--- src/shared/cfd_params.svh ---
`ifndef CFD_PARAMS_SVH
`define CFD_PARAMS_SVH
// Number of differential output pairs
`define CFD_NUM_OUT 4
// Divider field width, ratio is field value plus one (1..1024)
`define CFD_DIV_W 10
// Phase offset field width in half input periods
`define CFD_PHASE_W 11
// Largest ratio allowed while strapped
`define CFD_STRAP_DIV_MAX 16
// Drive strength field width
`define CFD_DRIVE_W 3
// Nominal drive code, forced while strapped
`define CFD_DRIVE_NOMINAL 3'h2
// Interface select encodings on the tri-level pin
`define CFD_SEL_LOW 2'h0
`define CFD_SEL_HIGH 2'h1
`define CFD_SEL_FLOAT 2'h2
// Maximum input rate of the distribution stage in MHz
`define CFD_FIN_MAX_MHZ 1650
`endif

--- src/shared/cfd_pkg.sv ---
`include "cfd_params.svh"
package cfd_pkg;
  // Control interface selected from the tri-level pin
  typedef enum logic [2:0] {
    CFD_IF_SPI = 3'h1,
    CFD_IF_I2C = 3'h2,
    CFD_IF_PIN = 3'h4
  } cfd_if_t;
  // Output stage standard
  typedef enum logic [1:0] {
    CFD_OUT_LVDS = 2'h0,
    CFD_OUT_HSTL = 2'h1,
    CFD_OUT_CMOS = 2'h2
  } cfd_std_t;
endpackage : cfd_pkg

--- src/rtl/cfd_fanout.sv ---
`timescale 1ns/1ps
`default_nettype none
`include "cfd_params.svh"
// Contract
// Accept differential or single-ended CMOS reference
// Route input into dividers with phase offset
// Serial control ratios one through 1024
// Serial phase offset is eleven bits
// Strapping limits ratio to sixteen maximum
// Strapping forces zero phase offset
// Four differential or eight CMOS outputs
// Per-output drive strength setting
// Select pin picks SPI, I2C or strapping
// Input select high differential, low CMOS
// Sync low holds outputs, rising restarts aligned
// Fifty percent duty for any ratio
// Phase step is half input period
module cfd_fanout import cfd_pkg::*; #(
  parameter int NUM_OUT = `CFD_NUM_OUT,
  parameter int DIV_W = `CFD_DIV_W,
  parameter int PHASE_W = `CFD_PHASE_W,
  parameter int DRIVE_W = `CFD_DRIVE_W
) (
  input wire logic sys_clk_in,
  input wire logic srst_in,
  input wire logic ref_true_in, // Sampled reference, true leg
  input wire logic ref_comp_in, // Sampled reference, complement leg
  input wire logic input_diff_sel_in, // High differential, low single-ended
  input wire logic [1:0] control_interface_select_in, // Decoded tri-level pin
  input wire logic sync_n_in, // Active low output alignment
  input wire logic [NUM_OUT*DIV_W-1:0] ser_ratio_m1_in, // Serial ratios minus one
  input wire logic [NUM_OUT*PHASE_W-1:0] ser_phase_in, // Serial phase offsets
  input wire logic [NUM_OUT*4-1:0] strap_ratio_m1_in, // Strap ratios minus one
  input wire logic [NUM_OUT*2-1:0] out_std_in, // Per-output standard
  input wire logic [NUM_OUT*DRIVE_W-1:0] drive_in, // Per-output drive code
  output logic [1:0] active_if_out, // 0 SPI, 1 I2C, 2 strapped
  output logic [NUM_OUT-1:0] diff_p_out,
  output logic [NUM_OUT-1:0] diff_n_out,
  output logic [NUM_OUT-1:0] diff_oe_out,
  output logic [2*NUM_OUT-1:0] cmos_out,
  output logic [2*NUM_OUT-1:0] cmos_oe_out,
  output logic [NUM_OUT*DRIVE_W-1:0] drive_out
);
  // Whole top state in one packed struct
  typedef struct packed {
    cfd_if_t mode;
    logic ref_prev;
    logic [NUM_OUT-1:0] dp;
    logic [NUM_OUT-1:0] dn;
    logic [NUM_OUT-1:0] doe;
    logic [2*NUM_OUT-1:0] cm;
    logic [2*NUM_OUT-1:0] coe;
    logic [NUM_OUT*DRIVE_W-1:0] drv;
    logic [1:0] aif;
    logic armed; // Mode still open to the select pin
  } cfd_top_state_t;
  cfd_top_state_t st_reg;
  cfd_top_state_t st_next;
  // Helper nets between the input stage, the mode limits and the dividers
  logic ref_sel; // Selected reference level
  logic half_en; // Pulse on each input edge, one per half period
  logic hold; // Sync held low
  logic [NUM_OUT-1:0] div_clk; // Divider outputs
  logic [NUM_OUT*DIV_W-1:0] eff_ratio; // Ratios after mode limits
  logic [NUM_OUT*PHASE_W-1:0] eff_phase; // Phases after mode limits

  // Map the tri-level pin to a mode; an unused code falls back to SPI
  function automatic cfd_if_t cfd_decode_sel(input logic [1:0] sel);
    unique case (sel)
      `CFD_SEL_LOW: cfd_decode_sel = CFD_IF_I2C;
      `CFD_SEL_HIGH: cfd_decode_sel = CFD_IF_PIN;
      default: cfd_decode_sel = CFD_IF_SPI;
    endcase
  endfunction : cfd_decode_sel

  // Report code of a mode on the status port; an illegal mode code reads as SPI
  function automatic logic [1:0] cfd_encode_if(input cfd_if_t mode);
    unique case (mode)
      CFD_IF_I2C: cfd_encode_if = 2'h1;
      CFD_IF_PIN: cfd_encode_if = 2'h2;
      default: cfd_encode_if = 2'h0;
    endcase
  endfunction : cfd_encode_if

  // Reference select; differential uses the sign of the pair, CMOS ignores the complement
  // Limitation: a differential pair with no swing gives no ticks, so every output stalls
  always_comb begin
    if (input_diff_sel_in) begin
      ref_sel = ref_true_in & ~ref_comp_in;
    end else begin
      ref_sel = ref_true_in;
    end
    // Input edges of either direction step the dividers by half a period
    half_en = ref_sel ^ st_reg.ref_prev;
    hold = ~sync_n_in;
  end

  // Apply mode limits to ratio and phase
  // Limits sit ahead of the dividers so a held output always restarts in range
  always_comb begin
    eff_ratio = '0;
    eff_phase = '0;
    for (int i = 0; i < NUM_OUT; i++) begin
      if (st_reg.mode == CFD_IF_PIN) begin
        // Strap ratio is four bits, so sixteen is the largest it can give
        eff_ratio[i*DIV_W +: DIV_W] = {{(DIV_W-4){1'b0}}, strap_ratio_m1_in[i*4 +: 4]};
        eff_phase[i*PHASE_W +: PHASE_W] = '0;
      end else begin
        eff_ratio[i*DIV_W +: DIV_W] = ser_ratio_m1_in[i*DIV_W +: DIV_W];
        eff_phase[i*PHASE_W +: PHASE_W] = ser_phase_in[i*PHASE_W +: PHASE_W];
      end
    end
  end

  // One divider per output pair
  // All dividers share one tick and one hold, which keeps the pairs aligned after sync
  for (genvar g = 0; g < NUM_OUT; g++) begin : g_div
    cfd_divider #(.DIV_W(DIV_W), .PHASE_W(PHASE_W)) u_div (
      .sys_clk_in(sys_clk_in),
      .srst_in(srst_in),
      .half_en_in(half_en),
      .hold_in(hold),
      .ratio_m1_in(eff_ratio[g*DIV_W +: DIV_W]),
      .phase_in(eff_phase[g*PHASE_W +: PHASE_W]),
      .clk_out(div_clk[g])
    );
  end

  // Output stage: one pair drives either differential or two CMOS legs
  // The pair registers add one cycle after the divider, so all pins leave together
  always_comb begin
    st_next = st_reg;
    st_next.ref_prev = ref_sel;
    // Mode is taken once, on the first edge after reset, then frozen like a strap
    // A change of the select pin after release is ignored until the next reset
    if (st_reg.armed) begin
      st_next.mode = cfd_decode_sel(control_interface_select_in);
    end
    st_next.armed = 1'b0;
    st_next.aif = cfd_encode_if(st_reg.mode);
    for (int i = 0; i < NUM_OUT; i++) begin
      if (out_std_in[i*2 +: 2] == CFD_OUT_CMOS) begin
        // Differential driver tristated while CMOS legs run
        st_next.doe[i] = 1'b0;
        st_next.dp[i] = 1'b0;
        st_next.dn[i] = 1'b0;
        st_next.coe[2*i +: 2] = 2'h3;
        st_next.cm[2*i +: 2] = {2{div_clk[i]}};
      end else begin
        st_next.doe[i] = 1'b1;
        st_next.dp[i] = div_clk[i];
        st_next.dn[i] = ~div_clk[i];
        st_next.coe[2*i +: 2] = 2'h0;
        st_next.cm[2*i +: 2] = 2'h0;
      end
      // Drive code is registered with the pins so a change lands on both at once
      // Strapped parts run at nominal drive only
      if (st_reg.mode == CFD_IF_PIN) begin
        st_next.drv[i*DRIVE_W +: DRIVE_W] = DRIVE_W'(`CFD_DRIVE_NOMINAL);
      end else begin
        st_next.drv[i*DRIVE_W +: DRIVE_W] = drive_in[i*DRIVE_W +: DRIVE_W];
      end
    end
  end

  // Register the state
  always_ff @(posedge sys_clk_in) begin
    if (srst_in) begin
      // Reset leaves the mode open so the select pin is read once released
      st_reg <= '0;
      st_reg.mode <= CFD_IF_SPI;
      st_reg.armed <= 1'b1;
    end else begin
      st_reg <= st_next;
    end
  end

  // Ports read the registered state directly, with no logic after the flops
  assign active_if_out = st_reg.aif;
  assign diff_p_out = st_reg.dp;
  assign diff_n_out = st_reg.dn;
  assign diff_oe_out = st_reg.doe;
  assign cmos_out = st_reg.cm;
  assign cmos_oe_out = st_reg.coe;
  assign drive_out = st_reg.drv;
endmodule : cfd_fanout
`default_nettype wire

--- src/rtl/cfd_divider.sv ---
`timescale 1ns/1ps
`default_nettype none
`include "cfd_params.svh"
// One output divider; runs at twice the input rate by working on half periods
module cfd_divider #(
  parameter int DIV_W = `CFD_DIV_W,
  parameter int PHASE_W = `CFD_PHASE_W
) (
  input wire logic sys_clk_in,
  input wire logic srst_in,
  input wire logic half_en_in,
  input wire logic hold_in,
  input wire logic [DIV_W-1:0] ratio_m1_in,
  input wire logic [PHASE_W-1:0] phase_in,
  output logic clk_out
);
  // Whole divider state in one packed struct
  typedef struct packed {
    logic [PHASE_W-1:0] delay;
    logic [DIV_W:0] cnt;
    logic out;
  } cfd_div_state_t;
  cfd_div_state_t st_reg;
  cfd_div_state_t st_next;
  logic [DIV_W:0] last_cnt; // Last half period of an output period, twice the ratio minus one

  // Count half periods: output toggles at 0 and at the ratio, which gives 50% for odd ratios too
  always_comb begin
    st_next = st_reg;
    last_cnt = {ratio_m1_in, 1'b1};
    if (hold_in) begin
      // Static low while held; the phase delay is reloaded so the restart is aligned
      // Count parks on its end so the first counting tick after release wraps to zero and goes high
      st_next.out = 1'b0;
      st_next.cnt = last_cnt;
      st_next.delay = phase_in;
    end else if (half_en_in) begin
      if (st_reg.delay != '0) begin
        // Each step waits one half input period before counting starts
        st_next.delay = st_reg.delay - {{(PHASE_W-1){1'b0}}, 1'b1};
      end else begin
        if (st_reg.cnt == last_cnt) begin
          st_next.cnt = '0;
        end else begin
          st_next.cnt = st_reg.cnt + {{DIV_W{1'b0}}, 1'b1};
        end
        // High for the first half of the output period
        st_next.out = (st_next.cnt < {1'b0, ratio_m1_in} + {{DIV_W{1'b0}}, 1'b1});
      end
    end
  end

  // Register the state
  always_ff @(posedge sys_clk_in) begin
    if (srst_in) begin
      st_reg <= '0;
    end else begin
      st_reg <= st_next;
    end
  end

  assign clk_out = st_reg.out;
endmodule : cfd_divider
`default_nettype wire

--- config.mk ---
export PLATFORM = sky130hd
export DESIGN_NAME = cfd_fanout
export DESIGN_NICKNAME = d
export VERILOG_FILES = /design/src/shared/cfd_pkg.sv /design/src/rtl/cfd_fanout.sv /design/src/rtl/cfd_divider.sv
export VERILOG_INCLUDE_DIRS = /design/src /design/src/shared
export SDC_FILE = /design/constraint.sdc
export NUM_CORES = 1
export LEC_CHECK = 0
export BUFFER_PORTS_ARGS = -buffer_cell sky130_fd_sc_hd__buf_2
export CORE_MARGIN = 3
export CORE_UTILIZATION = 55
export CTS_CLUSTER_SIZE = 8
export DETAILED_ROUTE_END_ITERATION = 8
export PLACE_DENSITY = 0.84
export SLEW_MARGIN = 40
export SYNTH_ARGS = -nofsm -noshare
export SYNTH_HDL_FRONTEND = slang
export SYNTH_SLANG_ARGS = --single-unit
--- constraint.sdc ---
create_clock -name sys_clk_in -period 4.86 [get_ports sys_clk_in]
set_input_delay 0.486 -clock sys_clk_in [delete_from_list [all_inputs] [get_ports sys_clk_in]]
set_output_delay 0.486 -clock sys_clk_in [all_outputs]
set_load 0.02 [all_outputs]
==> flow_metrics.py <==
metrics = {
    "outcome": {
        "outcome": "complete, no violations",
    },
    "cells_and_area": {
        "drive_above_1_share_pct": 17.3,
        "fillCellCount": 1457,
        "seq_area_um2": 2620,
        "syn_to_final_growth_pct": 13.0,
        "multi_input_area_um2": 6170,
        "mostFrequentLayoutCells": "buf_2, dfxtp_1, nand2_1",
        "n_antenna_cell": 0,
        "layout_commonest_cell": "buf_2",
        "final_cell_area_um2": 10800,
        "nets": 1524,
        "largest_reg_flops": 88,
        "fin_util_pct": 64.4,
    },
    "critical_path": {
        "crit_type": "register to register",
        "cp-start-kind": "register",
        "worstPathMaxFanout": 27,
        "cp-end-kind": "register",
        "reg2reg_slack_ns": 0.72,
        "cp_data_arrival_time_ns": 4.45,
        "r2r_end": "g_div[1].u_div.clk_out",
        "timing.rr.start": "st_reg[45]",
        "worstPathRequired_ns": 5.16,
        "reg2reg_depth": 13,
    },
    "clock_tree": {
        "cts.repair.resized": 0,
        "cts.sinks": 131,
        "root_buffer": "clkbuf_16",
        "cts_buffers": 17,
        "insertion_delay_ns": 0.43,
        "cts_tree": "done",
        "post_cts_buffers": 0,
        "clk_pin_slew_ns": 0.06,
        "htree_levels": 4,
        "clockBufferDepth": 2,
        "holdBufCountCts": 0,
    },
    "synth": {
        "yosysWarningCount": 0,
        "yosysUniqueCellTypes": 69,
        "avgSynthCellArea_um2": 7.65,
        "syn-num-nets": 1428,
        "synth_area_um2": 9550,
        "synth-edff-count": 0,
        "ys.flop_type": "dfxtp_1",
        "synth-async-reset-ratio_pct": 0,
        "synthCells": 1248,
        "ys_seq_area_share_pct": 27.5,
        "ys_ff_latch": 131,
    },
    "timing": {
        "worst_pin_slew_ns": 0.866,
        "fin_crit_sh_pct": 85.2,
        "whs_ns": 0.244,
        "finalSetupTns_ns": 0,
        "fin_skew_ns": 0.00836,
        "finalHoldViolCount": 0,
        "slew_violations": 0,
        "maxSlewHeadroom_pct": 42.3,
        "min_period_ns": 4.14,
        "rsz0062_at_grt": "no",
        "setup_viol": 0,
        "max_freq_mhz": 241,
    },
    "placement": {
        "portBuffers": 169,
        "place.gp.congestion": 1.01,
        "hpwl_mm": 20.2,
        "place_area_um2": 10200,
    },
    "grt": {
        "grt_first_pass_wirelength_mm": 43.7,
        "grtUsageMet3_pct": 6.57,
        "grt_start_max_net_pins": 52,
        "grt_util_met2_pct": 45.4,
        "first_global_vias": 8765,
        "met1_usage_pct": 38.3,
        "grt.total_usage_pct": 28.8,
        "antenna_found_initial": 2,
        "top_usage_layer": "met2",
        "overflow": 0,
    },
    "floorplan": {
        "die_w_um": 138,
        "fp.coreArea_um2": 16800,
        "io_pins": 170,
        "dieArea_um2": 19000,
        "initial_core_util_pct": 57.0,
        "rows": 47,
        "die_y_um": 138,
    },
    "pwr": {
        "ir_worst_vdd_mv": 0.258,
        "p_per_area_nw_per_um2": 297,
        "p_leak_nw": 4.69,
        "power_mw": 3.20,
    },
    "drt": {
        "dr.first_iter.drc_count": 1049,
        "wl_mm": 27.6,
        "ant_nets": 0,
        "avgRoutedWirePerCell_um": 17.5,
        "vias": 9694,
        "vias_per_cell": 6.15,
        "drc": 0,
        "first_pass_iters": 5,
    },
    "min_path": {
        "hold_path_depth": 2,
        "hold_class": "input port to register",
        "hold_start": "out_std_in[4]",
        "holdPathEnd": "cmos_oe_out[5]",
    },
    "flow_run": {
        "maxCapViolCount": 0,
    },
}
==> critical path, stage by stage (launching register included) <==
cell and delay, ns:
dfxtp_1 0.42, or3b_2 0.69, o221ai_1 0.24, a2111oi_0 0.57
or2b_1 0.31, nor4_4 0.45, nor2_1 0.12, ha_1 0.33
and4_1 0.21, nand3_1 0.10, o21ai_0 0.16, nor3_1 0.06
and3_1 0.20, o21bai_1 0.14
==> logic make-up (layout without fill, tap and decap cells) <==
group,count (synthesis),in the layout,share of synthesized area (%)
AND/OR/NAND/NOR,508,508,26.6
AO/OA/AOI/OAI,293,293,21.0
buffers and inverters,163,271,8.30
flip-flops,131,131,27.5
XOR/XNOR,89,89,8.16
adder cells (fa/ha/maj),52,52,6.81
multiplexers,12,12,1.69
==> power breakdown <==
part | switching [mW] | total (mW) | internal, mW
clock network | 0.487 | 1.21 | 0.726
logic | 0.442 | 0.746 | 0.304
registers | 0.0921 | 1.25 | 1.15
total | 1.02 | 3.20 | 2.18
==> how the worst max path moves through the flow <==
stage               start                endpoint  cells after the start
6_report       st_reg[45]  g_div[1].u_div.clk_out                     13
5_1_grt        st_reg[44]  g_div[1].u_div.clk_out                     13
4_1_cts        st_reg[45]  g_div[1].u_div.clk_out                     13
3_5_place_dp   st_reg[45]  g_div[1].u_div.clk_out                     13
3_3_place_gp   st_reg[44]  g_div[1].u_div.clk_out                     13
2_1_floorplan  st_reg[44]  g_div[1].u_div.clk_out                     17
==> stage by stage <==
step	cells	setup WS, ns
after floorplan	1248	1.38
after global placement	1545	0.926
after detailed placement	1545	0.853
after CTS	1576	0.840
after global routing	1576	0.349
final	1576	0.717
==> synth_stat cells, drive strengths merged (6+ instances only) <==
| master | instances | area (µm²) |
|---|---|---|
| a22oi | 25 | 188 |
| inv | 54 | 203 |
| dfxtp | 131 | 2620 |
| a211o | 17 | 149 |
| nor3b | 7 | 57.6 |
| clkbuf | 50 | 188 |
| and4 | 6 | 52.6 |
| nand2b | 16 | 100 |
| a211oi | 24 | 180 |
| a221oi | 7 | 61.3 |
| a21oi | 68 | 340 |
| nor2b | 22 | 138 |
| nand4 | 19 | 119 |
| nand3b | 6 | 45.0 |
| and3 | 13 | 81.3 |
| xnor2 | 52 | 455 |
| o211ai | 8 | 60.1 |
| or2 | 6 | 37.5 |
| nand3 | 57 | 285 |
| o32ai | 6 | 52.6 |
| buf | 59 | 402 |
| nor4 | 19 | 140 |
| o31ai | 8 | 60.1 |
| nand2 | 130 | 488 |
| o311ai | 6 | 52.6 |
| nor2 | 130 | 488 |
| and2 | 23 | 144 |
| mux2i | 12 | 161 |
| o21ai | 48 | 240 |
| o22ai | 12 | 75.1 |
| nor4b | 11 | 103 |
| a32oi | 14 | 123 |
| nor3 | 26 | 130 |
| xor2 | 37 | 324 |
| a21o | 8 | 60.1 |
| or3 | 7 | 43.8 |
| ha | 52 | 651 |
| a32o | 6 | 60.1 |
==> cell type report <==
type / count / area share, %
Tap cell: 220 / 2.55
Multi-Input combinational cell: 954 / 57.2
Clock buffer: 23 / 4.34
Timing Repair Buffer: 186 / 9.04
Inverter: 54 / 1.88
Sequential cell: 131 / 24.3
Clock inverter: 8 / 0.719
==> layer usage <==
metal / share of wire, % / wire (µm) / up-vias
met3: 9.4 / 2600 / 64
met2: 45 / 12300 / 459
met4: 2.5 / 697 / 4
met1: 43 / 12000 / 4499
met5: 0.076 / 21 / -
li1: - / - / 4668
(Power assumes the default switching activity.)
